`src/design/fslo_pkg.sv`:
```
// Shared constants and types for the flash suspend, lock and OTP host
package fslo_pkg;

  // Flash pin widths
  localparam int ADDR_W = 24; // Flash address lines
  localparam int DATA_W = 16; // Flash data lines

  // Clock rate and pin timing, times in ns
  localparam int CLK_MHZ = 250;
  localparam int T_WE_NS = 100; // Write strobe low time
  localparam int T_ACC_NS = 150; // Read strobe to data valid
  localparam int T_RECOV_NS = 40; // Strobes high between cycles
  localparam logic [7:0] WE_CYC = 8'((T_WE_NS * CLK_MHZ + 999) / 1000);
  localparam logic [7:0] RD_CYC = 8'((T_ACC_NS * CLK_MHZ + 999) / 1000);
  localparam logic [7:0] RECOV_CYC =
    8'((T_RECOV_NS * CLK_MHZ + 999) / 1000);

  // Status byte bit positions
  localparam int SR_READY = 7; // Ready flag
  localparam int SR_ESUSP = 6; // Erase suspended flag
  localparam int SR_EERR = 5; // Erase error flag
  localparam int SR_PERR = 4; // Program error flag
  localparam int SR_VERR = 3; // Voltage error flag
  localparam int SR_PSUSP = 2; // Program suspended flag
  localparam int SR_LERR = 1; // Lock error flag
  localparam logic [7:0] SR_ERR_MASK = 8'h3a; // Bits 5, 4, 3 and 1

  // Documented command codes
  localparam logic [7:0] CMD_READ_ID = 8'h90;
  localparam logic [7:0] CMD_READ_ARRAY = 8'hff;
  localparam logic [7:0] CMD_OTP_SETUP = 8'hc0;

  // OTP register map, indices as the address low bits
  localparam int OTP_SEL_BIT = 8; // A8 set, all lines above zero
  localparam logic [4:0] OTP_WORD_LAST = 5'h08; // Lock word plus 8 words
  localparam logic [4:0] OTP_WORD_USER = 5'h05; // First user word
  localparam logic [4:0] OTP_BYTE_LAST = 5'h11; // Two lock plus 16 bytes
  localparam logic [4:0] OTP_BYTE_USER = 5'h0a; // First user byte
  localparam logic [4:0] OTP_LOCK_IDX = 5'h00; // Lock word or low lock byte
  localparam logic [15:0] OTP_LOCK_VAL = 16'hfffd; // Zeroes bit 1 only

  // Step kinds of a command sequence
  localparam logic [1:0] K_WR = 2'h0;
  localparam logic [1:0] K_RD = 2'h1;
  localparam logic [1:0] K_POLL = 2'h2;
  localparam logic [1:0] K_END = 2'h3;

  // User operations
  typedef enum logic [3:0] {
    OP_ERS_SUSP = 4'h0,
    OP_ERS_RES = 4'h1,
    OP_PRG = 4'h2,
    OP_PRG_SUSP = 4'h3,
    OP_PRG_RES = 4'h4,
    OP_SET_LOCK = 4'h5,
    OP_CLR_LOCK = 4'h6,
    OP_OTP_RD = 4'h7,
    OP_OTP_PRG = 4'h8,
    OP_OTP_LOCK = 4'h9,
    OP_RD_STAT = 4'ha,
    OP_CLR_STAT = 4'hb
  } fslo_op_t;

  // One step of a sequence
  typedef struct packed {
    logic [1:0] kind;
    logic [15:0] data;
  } fslo_step_t;

  // One flash bus cycle
  typedef struct packed {
    logic rd;
    logic [ADDR_W-1:0] addr;
    logic [DATA_W-1:0] wdata;
  } fslo_bus_req_t;

endpackage

```
`src/design/fslo_bus.sv`:
```
// Single flash bus cycle engine: chip enable, strobes and data pins
`timescale 1ns/1ps
module fslo_bus (
  // Clock and reset
  input wire logic sys_clk,
  input wire logic sys_rst,
  // Cycle request and answer
  input wire logic req_valid,
  input wire fslo_pkg::fslo_bus_req_t req,
  input wire logic byte_mode,
  output logic req_ready,
  output logic rsp_valid,
  output logic [15:0] rsp_data,
  // Flash pins
  output logic flash_ce_n,
  output logic flash_oe_n,
  output logic flash_we_n,
  output logic [23:0] flash_addr,
  output logic [15:0] flash_dq_o,
  output logic [15:0] flash_dq_oe,
  input wire logic [15:0] flash_dq_i
);

  // Cycle phases
  typedef enum logic [1:0] {
    B_IDLE = 2'h0,
    B_SETUP = 2'h1,
    B_PULSE = 2'h2,
    B_RECOV = 2'h3
  } fslo_bphase_t;

  fslo_bphase_t state_q; // Current phase
  logic [7:0] cnt_q; // Phase cycle counter
  logic rd_q; // Cycle is a read
  logic [15:0] dq_s1_q; // Data pin synchroniser stages
  logic [15:0] dq_s2_q;
  logic [15:0] dq_s3_q;
  logic rsp_valid_q; // Answer pulse
  logic [15:0] rsp_data_q; // Captured read data
  logic ce_n_q;
  logic oe_n_q;
  logic we_n_q;
  logic [23:0] addr_q;
  logic [15:0] dq_o_q;
  logic [15:0] dq_oe_q;

  // Named decode terms
  wire dq_stable = (dq_s2_q == dq_s3_q);
  wire [15:0] lane_mask = byte_mode ? 16'h00ff : 16'hffff;
  wire pulse_end = (cnt_q <= 8'h01) && (!rd_q || dq_stable);

  assign req_ready = (state_q == B_IDLE);
  assign rsp_valid = rsp_valid_q;
  assign rsp_data = rsp_data_q;
  assign flash_ce_n = ce_n_q;
  assign flash_oe_n = oe_n_q;
  assign flash_we_n = we_n_q;
  assign flash_addr = addr_q;
  assign flash_dq_o = dq_o_q;
  assign flash_dq_oe = dq_oe_q;

  // Three stage synchroniser on the data pins
  always_ff @(posedge sys_clk or posedge sys_rst) begin
    if (sys_rst) begin
      dq_s1_q <= 16'h0000;
      dq_s2_q <= 16'h0000;
      dq_s3_q <= 16'h0000;
    end else begin
      dq_s1_q <= flash_dq_i;
      dq_s2_q <= dq_s1_q;
      dq_s3_q <= dq_s2_q;
    end
  end

  // Cycle sequencer
  always_ff @(posedge sys_clk or posedge sys_rst) begin
    if (sys_rst) begin
      state_q <= B_IDLE;
      cnt_q <= 8'h00;
      rd_q <= 1'b0;
      rsp_valid_q <= 1'b0;
      rsp_data_q <= 16'h0000;
      ce_n_q <= 1'b1;
      oe_n_q <= 1'b1;
      we_n_q <= 1'b1;
      addr_q <= 24'h000000;
      dq_o_q <= 16'h0000;
      dq_oe_q <= 16'h0000;
    end else begin
      rsp_valid_q <= 1'b0;
      case (state_q)
        B_IDLE: begin
          // Address and chip enable settle before the strobe
          if (req_valid) begin
            rd_q <= req.rd;
            addr_q <= req.addr;
            dq_o_q <= req.wdata & lane_mask;
            dq_oe_q <= req.rd ? 16'h0000 : lane_mask;
            ce_n_q <= 1'b0;
            state_q <= B_SETUP;
          end
        end
        B_SETUP: begin
          // Reads add the synchroniser delay to the access time
          cnt_q <= rd_q ? 8'(fslo_pkg::RD_CYC + 8'h03) : fslo_pkg::WE_CYC;
          we_n_q <= rd_q;
          oe_n_q <= !rd_q;
          state_q <= B_PULSE;
        end
        B_PULSE: begin
          // Hold the strobe until time is up and read data is steady
          if (!pulse_end) begin
            if (cnt_q > 8'h01) begin
              cnt_q <= cnt_q - 8'h01;
            end
          end else begin
            if (rd_q) begin
              rsp_data_q <= dq_s3_q & lane_mask;
            end
            we_n_q <= 1'b1;
            oe_n_q <= 1'b1;
            cnt_q <= fslo_pkg::RECOV_CYC;
            state_q <= B_RECOV;
          end
        end
        B_RECOV: begin
          // Data held past the rising write strobe, then released
          ce_n_q <= 1'b1;
          dq_oe_q <= 16'h0000;
          if (cnt_q > 8'h01) begin
            cnt_q <= cnt_q - 8'h01;
          end else begin
            rsp_valid_q <= 1'b1;
            state_q <= B_IDLE;
          end
        end
        default: begin
          state_q <= B_IDLE;
        end
      endcase
    end
  end

endmodule

```
`src/design/fslo_host.sv`:
```
// Host sequencer for erase/program suspend, block locks and OTP access
`timescale 1ns/1ps
// Summary of operation
// - Erase resume refused until nested program ends
// - First resume program, second erase; two levels
// - Lock set: setup, confirm, never while erase suspended or nested program started
// - Failed clear-lock is repeated once
// - Check errors after lock ops, clear status
// - OTP read via identify mode, then array
// - OTP program: setup then one data write
// - Lock OTP user half writing lock value
// - OTP addresses zero above A8; A0 bytes
module fslo_host #(
  parameter logic [7:0] CMD_SUSPEND = 8'hb0,
  parameter logic [7:0] CMD_RESUME = 8'hd0,
  parameter logic [7:0] CMD_PROGRAM = 8'h40,
  parameter logic [7:0] CMD_LOCK_SETUP = 8'h60,
  parameter logic [7:0] CMD_LOCK_SET = 8'h01,
  parameter logic [7:0] CMD_LOCK_CLEAR = 8'hd0,
  parameter logic [7:0] CMD_READ_STATUS = 8'h70,
  parameter logic [7:0] CMD_CLEAR_STATUS = 8'h50
) (
  // Clock and reset
  input wire logic sys_clk,
  input wire logic sys_rst,
  // User command port
  input wire logic cmd_valid,
  input wire fslo_pkg::fslo_op_t cmd_op,
  input wire logic [23:0] cmd_addr,
  input wire logic [15:0] cmd_data,
  input wire logic byte_mode,
  output logic cmd_ready,
  output logic cmd_refused,
  output logic done,
  output logic done_err,
  output logic [15:0] rsp_data,
  output logic [7:0] rsp_status,
  // Tracked device state
  output logic erase_suspended,
  output logic program_running,
  output logic program_suspended,
  output logic lock_bits_unknown,
  output logic ready_level,
  // Flash pins
  output logic flash_ce_n,
  output logic flash_oe_n,
  output logic flash_we_n,
  output logic [23:0] flash_addr,
  output logic [15:0] flash_dq_o,
  output logic [15:0] flash_dq_oe,
  input wire logic [15:0] flash_dq_i,
  input wire logic flash_sts
);

  // Sequencer states
  typedef enum logic [2:0] {
    S_IDLE = 3'h0,
    S_STEP = 3'h1,
    S_BUS = 3'h2,
    S_WAIT_STS = 3'h3,
    S_CLRST = 3'h4,
    S_DONE = 3'h5
  } fslo_state_t;

  fslo_state_t state_q; // Sequencer state
  fslo_pkg::fslo_op_t op_q; // Operation in progress
  logic [1:0] idx_q; // Step index
  logic [23:0] addr_q; // Address for every cycle
  logic [15:0] data_q; // User data word
  logic [7:0] status_q; // Last status byte
  logic [15:0] rdata_q; // Last read word
  logic poll_q; // Bus cycle is a status poll
  logic clr_q; // Bus cycle is a clear status
  logic restart_q; // Rerun sequence after clear
  logic retry_q; // Clear-lock already repeated
  logic err_q; // Operation ended in error
  logic done_q;
  logic refused_q;
  logic es_q; // Erase suspended
  logic pr_q; // Nested program started
  logic ps_q; // Nested program suspended
  logic unknown_q; // Lock bits undetermined
  logic sts_s1_q; // Ready pin synchroniser stages
  logic sts_s2_q;
  logic sts_s3_q;
  logic bus_ready; // Engine idle
  logic bus_rsp; // Engine finished a cycle
  logic [15:0] bus_rdata; // Engine read data
  fslo_pkg::fslo_bus_req_t bus_req; // Cycle to run

  // Step constructor
  function automatic fslo_pkg::fslo_step_t mk(input logic [1:0] k,
                                              input logic [15:0] d);
    return fslo_pkg::fslo_step_t'({k, d});
  endfunction

  // Command write step
  function automatic fslo_pkg::fslo_step_t wc(input logic [7:0] c);
    return mk(fslo_pkg::K_WR, {8'h00, c});
  endfunction

  // OTP address: A8 set, lines above zero, A0 only in byte mode
  function automatic logic [23:0] otp_addr(input logic [4:0] i,
                                           input logic bm);
    logic [23:0] a;
    a = 24'h000000;
    a[fslo_pkg::OTP_SEL_BIT] = 1'b1;
    if (bm) begin
      a[4:0] = i;
    end else begin
      a[4:1] = i[3:0];
    end
    return a;
  endfunction

  // Sequence table, four steps per operation
  function automatic fslo_pkg::fslo_step_t step_of(
      input fslo_pkg::fslo_op_t op, input logic [1:0] i,
      input logic [15:0] d);
    fslo_pkg::fslo_step_t s [4];
    fslo_pkg::fslo_step_t p;
    fslo_pkg::fslo_step_t e;
    p = mk(fslo_pkg::K_POLL, 16'h0000);
    e = mk(fslo_pkg::K_END, 16'h0000);
    s = '{e, e, e, e};
    case (op)
      fslo_pkg::OP_ERS_SUSP: s = '{wc(CMD_SUSPEND), p, e, e};
      fslo_pkg::OP_ERS_RES: s = '{wc(CMD_RESUME), e, e, e};
      fslo_pkg::OP_PRG: s = '{wc(CMD_PROGRAM), mk(fslo_pkg::K_WR, d), e, e};
      fslo_pkg::OP_PRG_SUSP: s = '{wc(CMD_SUSPEND), p, e, e};
      fslo_pkg::OP_PRG_RES: s = '{wc(CMD_RESUME), e, e, e};
      fslo_pkg::OP_SET_LOCK:
        s = '{wc(CMD_LOCK_SETUP), wc(CMD_LOCK_SET), p, e};
      fslo_pkg::OP_CLR_LOCK:
        s = '{wc(CMD_LOCK_SETUP), wc(CMD_LOCK_CLEAR), p, e};
      fslo_pkg::OP_OTP_RD:
        s = '{wc(fslo_pkg::CMD_READ_ID), mk(fslo_pkg::K_RD, 16'h0000),
              wc(fslo_pkg::CMD_READ_ARRAY), e};
      fslo_pkg::OP_OTP_PRG:
        s = '{wc(fslo_pkg::CMD_OTP_SETUP), mk(fslo_pkg::K_WR, d),
              p, e};
      fslo_pkg::OP_OTP_LOCK:
        s = '{wc(fslo_pkg::CMD_OTP_SETUP),
              mk(fslo_pkg::K_WR, fslo_pkg::OTP_LOCK_VAL), p, e};
      fslo_pkg::OP_RD_STAT:
        s = '{wc(CMD_READ_STATUS), mk(fslo_pkg::K_RD, 16'h0000), e, e};
      fslo_pkg::OP_CLR_STAT: s = '{wc(CMD_CLEAR_STATUS), e, e, e};
      default: s = '{e, e, e, e};
    endcase
    return s[i];
  endfunction

  // Operations that end by polling status
  function automatic logic polled(input fslo_pkg::fslo_op_t op);
    return (op == fslo_pkg::OP_ERS_SUSP) || (op == fslo_pkg::OP_PRG_SUSP) ||
           (op == fslo_pkg::OP_SET_LOCK) || (op == fslo_pkg::OP_CLR_LOCK) ||
           (op == fslo_pkg::OP_OTP_PRG) || (op == fslo_pkg::OP_OTP_LOCK);
  endfunction

  // Acceptance decode
  wire [4:0] cmd_idx = cmd_addr[4:0];
  wire [4:0] otp_last = byte_mode ? fslo_pkg::OTP_BYTE_LAST :
                                    fslo_pkg::OTP_WORD_LAST;
  wire [4:0] otp_user = byte_mode ? fslo_pkg::OTP_BYTE_USER :
                                    fslo_pkg::OTP_WORD_USER;
  wire quiet = !es_q && !pr_q;
  wire otp_in_map = (cmd_idx <= otp_last);
  wire otp_user_idx = (cmd_idx >= otp_user) && otp_in_map;
  logic legal;
  always_comb begin
    case (cmd_op)
      fslo_pkg::OP_ERS_SUSP: legal = !es_q;
      fslo_pkg::OP_ERS_RES: legal = es_q && !pr_q && !ps_q;
      fslo_pkg::OP_PRG: legal = !pr_q && !ps_q;
      fslo_pkg::OP_PRG_SUSP: legal = pr_q && !ps_q;
      fslo_pkg::OP_PRG_RES: legal = ps_q;
      fslo_pkg::OP_SET_LOCK: legal = quiet;
      fslo_pkg::OP_CLR_LOCK: legal = quiet;
      fslo_pkg::OP_OTP_RD: legal = quiet && otp_in_map;
      fslo_pkg::OP_OTP_PRG: legal = quiet && otp_user_idx;
      fslo_pkg::OP_OTP_LOCK: legal = quiet;
      fslo_pkg::OP_RD_STAT: legal = 1'b1;
      fslo_pkg::OP_CLR_STAT: legal = 1'b1;
      default: legal = 1'b0;
    endcase
  end

  // Address per operation; resumes and suspends go to address zero
  wire is_otp = (cmd_op == fslo_pkg::OP_OTP_RD) ||
                (cmd_op == fslo_pkg::OP_OTP_PRG);
  wire is_user_addr = (cmd_op == fslo_pkg::OP_PRG) ||
                      (cmd_op == fslo_pkg::OP_SET_LOCK);
  wire [23:0] cmd_phys =
    is_otp ? otp_addr(cmd_idx, byte_mode) :
    (cmd_op == fslo_pkg::OP_OTP_LOCK) ?
      otp_addr(fslo_pkg::OTP_LOCK_IDX, byte_mode) :
    is_user_addr ? cmd_addr : 24'h000000;

  // Current step and bus request decode
  wire fslo_pkg::fslo_step_t cur = step_of(op_q, idx_q, data_q);
  wire sts_high = sts_s2_q && sts_s3_q;
  wire step_bus = (state_q == S_STEP) &&
                  ((cur.kind == fslo_pkg::K_WR) ||
                   (cur.kind == fslo_pkg::K_RD));
  wire poll_go = (state_q == S_WAIT_STS) && sts_high;
  wire bus_valid = step_bus || poll_go || (state_q == S_CLRST);
  wire bus_take = bus_valid && bus_ready;
  wire has_err = polled(op_q) && |(status_q & fslo_pkg::SR_ERR_MASK);
  wire [1:0] idx_next = 2'(idx_q + 2'h1);

  assign bus_req.rd = poll_go || (cur.kind == fslo_pkg::K_RD);
  assign bus_req.addr = addr_q;
  assign bus_req.wdata = (state_q == S_CLRST) ? {8'h00, CMD_CLEAR_STATUS} :
                                                cur.data;
  assign cmd_ready = (state_q == S_IDLE);
  assign cmd_refused = refused_q;
  assign done = done_q;
  assign done_err = err_q;
  assign rsp_data = rdata_q;
  assign rsp_status = status_q;
  assign erase_suspended = es_q;
  assign program_running = pr_q;
  assign program_suspended = ps_q;
  assign lock_bits_unknown = unknown_q;
  assign ready_level = sts_high;

  // Three stage synchroniser on the ready status pin
  always_ff @(posedge sys_clk or posedge sys_rst) begin
    if (sys_rst) begin
      sts_s1_q <= 1'b0;
      sts_s2_q <= 1'b0;
      sts_s3_q <= 1'b0;
    end else begin
      sts_s1_q <= flash_sts;
      sts_s2_q <= sts_s1_q;
      sts_s3_q <= sts_s2_q;
    end
  end

  // Sequencer
  always_ff @(posedge sys_clk or posedge sys_rst) begin
    if (sys_rst) begin
      state_q <= S_IDLE;
      op_q <= fslo_pkg::OP_RD_STAT;
      idx_q <= 2'h0;
      addr_q <= 24'h000000;
      data_q <= 16'h0000;
      status_q <= 8'h00;
      rdata_q <= 16'h0000;
      poll_q <= 1'b0;
      clr_q <= 1'b0;
      restart_q <= 1'b0;
      retry_q <= 1'b0;
      err_q <= 1'b0;
      done_q <= 1'b0;
      refused_q <= 1'b0;
      es_q <= 1'b0;
      pr_q <= 1'b0;
      ps_q <= 1'b0;
      unknown_q <= 1'b0;
    end else begin
      done_q <= 1'b0;
      refused_q <= 1'b0;
      case (state_q)
        S_IDLE: begin
          // Take or refuse one user command
          if (cmd_valid && legal) begin
            op_q <= cmd_op;
            addr_q <= cmd_phys;
            data_q <= cmd_data;
            idx_q <= 2'h0;
            err_q <= 1'b0;
            retry_q <= 1'b0;
            state_q <= S_STEP;
          end else if (cmd_valid) begin
            refused_q <= 1'b1;
          end
        end
        S_STEP: begin
          // Launch a cycle, start polling, or finish
          if (cur.kind == fslo_pkg::K_POLL) begin
            state_q <= S_WAIT_STS;
          end else if (cur.kind == fslo_pkg::K_END) begin
            if (has_err) begin
              // Clear the errors before handing back
              restart_q <= (op_q == fslo_pkg::OP_CLR_LOCK) && !retry_q;
              retry_q <= 1'b1;
              err_q <= 1'b1;
              state_q <= S_CLRST;
            end else begin
              state_q <= S_DONE;
            end
          end else if (bus_take) begin
            poll_q <= 1'b0;
            state_q <= S_BUS;
          end
        end
        S_WAIT_STS: begin
          // Poll only while the ready pin says ready or suspended
          if (bus_take) begin
            poll_q <= 1'b1;
            state_q <= S_BUS;
          end
        end
        S_CLRST: begin
          if (bus_take) begin
            clr_q <= 1'b1;
            state_q <= S_BUS;
          end
        end
        S_BUS: begin
          // Act on the finished cycle
          if (bus_rsp) begin
            if (clr_q) begin
              clr_q <= 1'b0;
              restart_q <= 1'b0;
              if (restart_q) begin
                err_q <= 1'b0;
                idx_q <= 2'h0;
                state_q <= S_STEP;
              end else begin
                state_q <= S_DONE;
              end
            end else if (poll_q) begin
              status_q <= bus_rdata[7:0];
              if (bus_rdata[fslo_pkg::SR_READY]) begin
                idx_q <= idx_next;
                state_q <= S_STEP;
              end else begin
                state_q <= S_WAIT_STS;
              end
            end else begin
              if (cur.kind == fslo_pkg::K_RD) begin
                rdata_q <= bus_rdata;
                if (op_q == fslo_pkg::OP_RD_STAT) begin
                  status_q <= bus_rdata[7:0];
                end
              end
              idx_q <= idx_next;
              state_q <= S_STEP;
            end
          end
        end
        S_DONE: begin
          // Track the suspend nesting from what the device reported
          done_q <= 1'b1;
          state_q <= S_IDLE;
          case (op_q)
            fslo_pkg::OP_ERS_SUSP: es_q <= status_q[fslo_pkg::SR_ESUSP];
            fslo_pkg::OP_ERS_RES: es_q <= 1'b0;
            fslo_pkg::OP_PRG: pr_q <= 1'b1;
            fslo_pkg::OP_PRG_SUSP: begin
              ps_q <= status_q[fslo_pkg::SR_PSUSP];
              pr_q <= status_q[fslo_pkg::SR_PSUSP];
            end
            fslo_pkg::OP_PRG_RES: ps_q <= 1'b0;
            fslo_pkg::OP_CLR_LOCK: unknown_q <= err_q;
            fslo_pkg::OP_RD_STAT: begin
              // Ready with no program suspend: nested program finished
              if (pr_q && !ps_q && status_q[fslo_pkg::SR_READY]) begin
                pr_q <= 1'b0;
              end
            end
            default: begin
            end
          endcase
        end
        default: begin
          state_q <= S_IDLE;
        end
      endcase
    end
  end

  // Flash cycle engine
  fslo_bus u_bus (
    .sys_clk(sys_clk),
    .sys_rst(sys_rst),
    .req_valid(bus_valid),
    .req(bus_req),
    .byte_mode(byte_mode),
    .req_ready(bus_ready),
    .rsp_valid(bus_rsp),
    .rsp_data(bus_rdata),
    .flash_ce_n(flash_ce_n),
    .flash_oe_n(flash_oe_n),
    .flash_we_n(flash_we_n),
    .flash_addr(flash_addr),
    .flash_dq_o(flash_dq_o),
    .flash_dq_oe(flash_dq_oe),
    .flash_dq_i(flash_dq_i)
  );

endmodule

```
`config.mk`:
```
export PLATFORM = sky130hd
export DESIGN_NAME = fslo_host
export DESIGN_NICKNAME = d
export VERILOG_FILES = /design/src/design/fslo_pkg.sv /design/src/design/fslo_bus.sv /design/src/design/fslo_host.sv
export SDC_FILE = /design/constraint.sdc
export NUM_CORES = 1
export LEC_CHECK = 0
export BUFFER_PORTS_ARGS = -buffer_cell sky130_fd_sc_hd__buf_2
export CORE_MARGIN = 3
export CORE_UTILIZATION = 57
export DETAILED_ROUTE_END_ITERATION = 16
export GPL_TIMING_DRIVEN = 0
export MAX_ROUTING_LAYER = met4
export PLACE_DENSITY = 0.8
export REMOVE_ABC_BUFFERS = 1
export SLEW_MARGIN = 40
export SYNTH_ARGS = -nofsm -noshare
export SYNTH_HDL_FRONTEND = slang
export SYNTH_HIERARCHICAL = 1
export SYNTH_SLANG_ARGS = --single-unit
```
`constraint.sdc`:
```
create_clock -name sys_clk -period 4.6 [get_ports sys_clk]
set_clock_uncertainty 0.05 [all_clocks]
set_input_delay 0.23 -clock sys_clk [delete_from_list [all_inputs] [get_ports sys_clk]]
set_output_delay 0.23 -clock sys_clk [all_outputs]
set_load 0.01 [all_outputs]
```
## After elaboration in Yosys (flattened, before gate mapping)

Cells that the tools add are included.

- Output and inout bits: 92
- Register bits after elaboration: 222

- $lt $le $gt $ge: 5
- $add $sub $neg: 2
- Reduce and logical (&&, ||, !) cells: 78
- Equal/unequal tests: 51
- Mux-type cells: 83
- Bitwise logic cells: 5

Operators with widths:

| operator | count |
|---|---|
| $pmux W72 S10 | 1 |
| $mux W24 | 3 |
| $mux W16 | 4 |
| $mux W8 | 5 |
| $bmux W18 S2 | 1 |
| $mux W18 | 2 |
| $and A16 B16 Y16 | 2 |
| $eq A4 B3 Y1 const B | 8 |
| $eq A4 B4 Y1 const B | 8 |
| $pmux W16 S2 | 1 |
| $mux W1 | 28 |
| $reduce_and A5 Y1 | 5 |
| $mux W3 | 8 |
| $pmux W8 S3 | 1 |
| $reduce_bool A2 Y1 | 11 |
| $mux W2 | 10 |
| $ne A2 B2 Y1 const B | 9 |
| $pmux W1 S2 | 9 |
| $logic_and A1 B1 Y1 | 17 |
| $eq A16 B16 Y1 | 1 |
| $eq A4 B2 Y1 const B | 4 |
| $reduce_and A2 Y1 | 8 |
| $logic_or A1 B1 Y1 | 12 |
| $ne A2 B1 Y1 const B | 6 |
| 36 further kinds | 60 |

## Longest topological paths before layout

- Depth in word-level cells: 16
- Mapped depth: 12
- Mapped depth without buffers: 10

## Cells and area by module

The synthesis kept the hierarchy.

By module, submodules not included:

| module | seq. area each (µm²) | times used | area an instance (µm²) | cells an instance |
|---|---|---|---|---|
| fslo_host | 2179.6 | 1 | 4890.9 | 476 |
| fslo_bus | 3031.7 | 1 | 4714.5 | 345 |

## Worst setup path after synthesis

OpenSTA, ideal clock, no wires.

- Path kind: register -> register
- Start: register op_q[3]
- End: register u_bus.addr_q[0], in the netlist u_bus/flash_addr[0]
- Stages on the path, launching flop included: 10
- Arrival time: 2.438 ns
- Period minus slack after synthesis: 2.613 ns
- Slack: 1.987 ns
- Path through: dfstp_2 -> clkbuf_1 -> or4b_2 -> nand4_1 -> nand3_1 -> o211ai_1 -> nand2_1 -> nand2_1 -> clkbuf_1 -> mux2_2

- Word-level cells in the longest chain between the ends: 12

Ends and longest elaborated chain:

| element | line | source |
|---|---|---|
| from (decl) | fslo_host.sv:66 | `fslo_pkg::fslo_op_t op_q;` |
| from (signal assigned) | fslo_host.sv:244 | `op_q <= fslo_pkg::OP_RD_STAT;` |
| from (signal assigned) | fslo_host.sv:268 | `op_q <= cmd_op;` |
| $eq A4 B3 Y1, or another cell as far along | fslo_host.sv:126 | `case (op)` |
| $reduce_or A2 Y1 (no line) | -- |  |
| $pmux W72 S10 * | fslo_host.sv:126 |  |
| $bmux W18 S2 * | fslo_host.sv:150 | `return s[i];` |
| $mux W18 (not written as such) * (2 in a row) | fslo_host.sv:150 |  |
| $eq A2 B1 Y1 / $logic_not A2 Y1 (equally long branches) | fslo_host.sv:204, fslo_host.sv:203 |  |
| $logic_or A1 B1 Y1 * | fslo_host.sv:203 | `((cur.kind == fslo_pkg::K_WR) \|\|` |
| $logic_and A1 B1 Y1 * | fslo_host.sv:202 | `wire step_bus = (state_q == S_STEP) &&` |
| $logic_or A1 B1 Y1 * (2 in a row) | fslo_host.sv:206 | `wire bus_valid = step_bus \|\| poll_go \|\| (state_q == S_CLRST);` |
| net bus_valid | fslo_host.sv:206 |  |
| $reduce_and A2 Y1 (no line) * | -- |  |
| to (signal assigned) | fslo_bus.sv:96 | `addr_q <= req.addr;` |
| to (decl) | fslo_bus.sv:43 | `logic [23:0] addr_q;` |

The timed path passes the listed nets; every way through them passes the cells marked *. The select of a mux whose other input is x is not followed.
A chain may end at the register's enable or synchronous reset.

## Worst setup path after layout

- Start: register idx_q[0]
- End: register u_bus.addr_q[9], in the netlist u_bus/flash_addr[9]

- Word-level cells in the longest chain between the ends: 10

Ends and longest elaborated chain:

| element | line | source |
|---|---|---|
| from (decl) | fslo_host.sv:67 | `logic [1:0] idx_q;` |
| from (signal assigned) | fslo_host.sv:327 | `idx_q <= idx_next;` |
| from (signal assigned) | fslo_host.sv:339 | `idx_q <= idx_next;` |
| $not A2 Y3 (not written as such) * | fslo_host.sv:150 |  |
| $bmux W18 S2 * | fslo_host.sv:150 |  |
| $mux W18 (not written as such) * (2 in a row) | fslo_host.sv:150 |  |
| $eq A2 B1 Y1 / $logic_not A2 Y1 (equally long branches) | fslo_host.sv:204, fslo_host.sv:203 |  |
| $logic_or A1 B1 Y1 * | fslo_host.sv:203 |  |
| $logic_and A1 B1 Y1 * | fslo_host.sv:202 |  |
| $logic_or A1 B1 Y1 * (2 in a row) | fslo_host.sv:206 |  |
| net bus_valid | fslo_host.sv:206 |  |
| $reduce_and A2 Y1 (no line) * | -- |  |

Marked as above.

==> Implementation_results.wiki <==
{| class="wikitable"
! Metric !! Value
|-
| Share of synthesized area occupied by flip-flops and latches || 0.5425
|-
| Initial antenna violation count || 0
|-
| Largest family of logic cells by synthesized area || multiplexers
|-
| Final Instance Count excl. Fillers || roughly 1,200
|-
| Ant. Diodes || 0
|-
| Most common cell after layout, fill and taps aside || dfrtp_1
|-
| Crit path required time || 4.95 ns
|-
| Routability congestion estimate from global placement || 0.9250
|-
| Worst hold margin || 0.06712 ns
|-
| Clock tree from TritonCTS || done
|-
| Critical path's top delay family || simple AND/OR/NAND/NOR gates
|-
| Antenna Nets Post-Route || 0
|-
| Top Ports || 157
|-
| Total core area || 0.01617 mm^2
|-
| Netlist area before placement || 0.009605 mm^2
|-
| Insertion delay to the later sink of the worst-skew pair || 0.51 ns
|-
| Pin count of the biggest net entering global routing || slightly below 80
|-
| Setup WS post-layout || 1.569 ns
|-
| Min cycle time layout || 3.031 ns
|-
| Count of distinct cell types in the synthesized netlist || between 70 and 80
|-
| Place WS || 1.254 ns
|-
| Post-synthesis mux area share || 0.1491
|-
| Maximum clock frequency || 329.9 MHz
|-
| Relative area change from synthesis to final layout || 23.28%
|-
| Starting density of the core || 0.5939
|-
| Area share of and/or/nand/nor cells after synthesis || 0.1124
|-
| First-pass iteration count of the detailed router || 5
|-
| Max Buffers Root-to-Sink || 3
|-
| Number of global-route vias before repair || 7,036
|-
| Drt wl/cell || 17.98 um
|-
| Flip-flop and latch count after synthesis || ~210
|-
| Area fraction in compound gates after synthesis || 0.1115
|-
| Hold Vio Cnt, Final || 0
|-
| Depth of the critical timing path with buffers and inverters included || 8
|-
| Total number of vias || 6,923
|-
| Max-capacitance violation count || 0
|-
| Crit end category || register
|-
| Count of synthesis-stage warnings from yosys || 6
|-
| Commonest cells after routing, fill and taps aside || 203 x dfrtp_1, 157 x buf_2, 69 x mux2_2
|-
| WP data arrival || approximately 3.4 ns
|-
| Number of clock sinks || 208
|-
| Number of instances on the worst hold path || 2
|-
| Final worst-path cycle share || 0.6590
|-
| RSZ-0062 raised after global routing || no
|-
| Type of the worst setup path || reg2reg
|-
| Gate count of the mapped netlist || 821
|-
| Post-synth EDFFs || 0
|-
| Total Neg Setup Slack || 0 ns
|-
| Final max-slew violation count || 0
|-
| Dominant synthesized flop cell || dfrtp_1
|-
| Post-synthesis xor/xnor area fraction || 0.01824
|-
| Peak supply drop || around 0.45 mV
|-
| Crit-path max FO || 32
|-
| Min-Delay Path Class || in2reg
|-
| WP buf/inv || 1
|-
| Initial DRC Count || a little over 400
|-
| Placed Cells || about 1,100
|-
| Leak Pwr || 5.820 nW
|-
| HPWL reported at the end of detailed placement || 14,360 um
|-
| I/O Buffers || ~160
|-
| Rows || 46
|-
| Wire length reported by the detailed router || 22,230 um
|-
| Final Net Count || 1,081
|-
| Result of the run || completed
|-
| Critical-path cell list || or4b_2 > nand4_1 > nand3_1 > o211ai_1 > nand2_1 > nand2_4 > buf_12 > mux2_2
|-
| Post-CTS clock slew at the launch and capture registers of the worst setup and hold paths || 0.06 ns
|-
| Die W || 135.8 um
|-
| Gr ovfl total || 0
|-
| Transition time at the pin with the least slew margin || ~0.71 ns
|-
| Type of origin of the critical path || register
|-
| Fraction of the mapped netlist area in adder cells || 0.01693
|-
| Setup repair bufs after CTS || 0
|-
| Power Dens Cells || around 550 mW/mm^2
|-
| R2R cell count || 8
|-
| Max-slew headroom || 0.5209
|-
| TritonCTS buffer count || 23
|-
| Average vias per placed instance || 5.601
|-
| Layout cell share with drive strength beyond 1 || 0.3275
|-
| Delay of the slowest cell on the worst path || just under 0.8 ns
|-
| H-tree levels || 1
|-
| Wire length of the first global-routing pass || 36,580 um
|-
| Post-synthesis async set-or-reset flop share || 1.000
|-
| Overall routing resource usage || 0.2548
|-
| DR DRC count || 0
|-
| Slowest cell on the critical path || dfrtp_1
|-
| Root Driver || clkbuf_16
|-
| Finish-stage setup viols || 0
|-
| Die Span Y || 135.8 um
|-
| Die ar. || 0.01845 mm^2
|-
| Synthesized area per cell || 11.70 um^2
|}
## logic make-up after synthesis
logic type	Yosys count
DFF	208
and+or+nand+nor	201
AOI/OAI and AO/OA	163
muxes	119
buffers and inverters	97
xor gates and xnor gates	20
adders and majority gates	13
## where the power goes
part,switching [W],internal [W],total (W)
registers,0.000417,0.00226,0.00268
logic,0.00104,0.000909,0.00194
clock network,0.000744,0.00117,0.00192
## per-layer routing
layer	share of wire	GRT usage	vias to the layer above	wire (um)
met5	0	-	-	0
met1	0.42	0.3319	3397	9327
met3	0.058	0.04774	54	1295
met2	0.50	0.4165	218	11020
met4	0.026	0.06775	0	586
li1	-	-	3254	-
## final timing paths
kind,from,endpoint,slack (ns)
setup / recovery,idx_q[0],u_bus/flash_addr[9],1.57
hold / removal,cmd_op[3],op_q[3],0.07
setup reg to reg,idx_q[0],u_bus/flash_addr[9],1.57
hold reg to reg,u_bus/dq_s1_q[12],u_bus/dq_s2_q[12],0.30
max in group asynchronous,sys_rst,u_bus/flash_ce_n,3.52
min in group asynchronous,sys_rst,u_bus/flash_addr[11],0.25
## timing repair
item	4_1_cts	5_1_grt
endpoints found under the setup margin	0	0
hold endpoints to repair	129	0
hold buffers	53	0
gates resized for setup	0	0
## cells in the mapped netlist (3+ instances only)
library cell / count / area, um^2
dfrtp_1: 203 / 5080
mux2_2: 69 / 777.0
nand2_1: 56 / 210.2
nor2_1: 45 / 168.9
o21ai_0: 45 / 225.2
inv_1: 38 / 142.6
a21oi_1: 37 / 185.2
mux2_4: 31 / 465.5
clkbuf_1: 30 / 112.6
nand2b_1: 20 / 125.1
mux2i_1: 19 / 190.2
xnor2_1: 19 / 166.4
buf_4: 17 / 127.6
nand3_1: 14 / 70.07
ha_1: 13 / 162.7
a31oi_1: 12 / 75.07
nor2b_1: 12 / 75.07
nor3_1: 9 / 45.04
nand4_1: 7 / 43.79
a21boi_0: 6 / 45.04
buf_2: 6 / 30.03
o31ai_1: 6 / 45.04
a22o_1: 5 / 43.79
buf_6: 5 / 56.30
dfstp_2: 5 / 131.4
o22ai_1: 5 / 31.28
a21o_1: 4 / 30.03
a41oi_1: 4 / 35.03
nor3b_1: 4 / 30.03
o21a_1: 4 / 30.03
a31o_2: 3 / 26.28
and2_1: 3 / 18.77
nand4b_1: 3 / 26.28
o211ai_1: 3 / 22.52
o22a_1: 3 / 26.28
o41ai_1: 3 / 26.28
## cell type report
| cell class | instances | area (um^2) |
|---|---|---|
| Timing Repair Buffer | 215 | 1423 |
| Sequential cell | 208 | 5211 |
| Tap cell | 216 | 270.3 |
| Fill cell | 1097 | 4332 |
| Multi-Input combinational cell | 516 | 3969 |
| Inverter | 39 | 158.9 |
| Clock buffer | 28 | 644.4 |
| Clock inverter | 14 | 165.2 |
## registers in the layout, summed over array words and instances (netlist names), 2 cells and up
signal             flops
u_bus/flash_dq_oe      2
u_bus/dq_s2_q         16
u_bus/dq_s1_q         16
state_q                3
u_bus/flash_addr      24
op_q                   4
data_q                16
idx_q                  2
u_bus/cnt_q            8
addr_q                24
u_bus/dq_s3_q         16
u_bus/state_q          2
u_bus/flash_dq_o      16
u_bus/rsp_data        16
rsp_data              16
rsp_status             8
## through the flow
| stage | power [W] | utilization | area (um^2) |
|---|---|---|---|
| 6_report | 0.006536 | 0.7322 | 11840 |
| 5_1_grt | 0.006935 | 0.7322 | 11840 |
| 4_1_cts | 0.006527 | 0.7311 | 11820 |
| 3_5_place_dp | 0.004555 | 0.6482 | 10480 |
| 3_3_place_gp | 0.004463 | 0.6387 | 10330 |
| 2_1_floorplan | 0.003902 | - | 9279 |
Power figures use the tool's default switching activity.
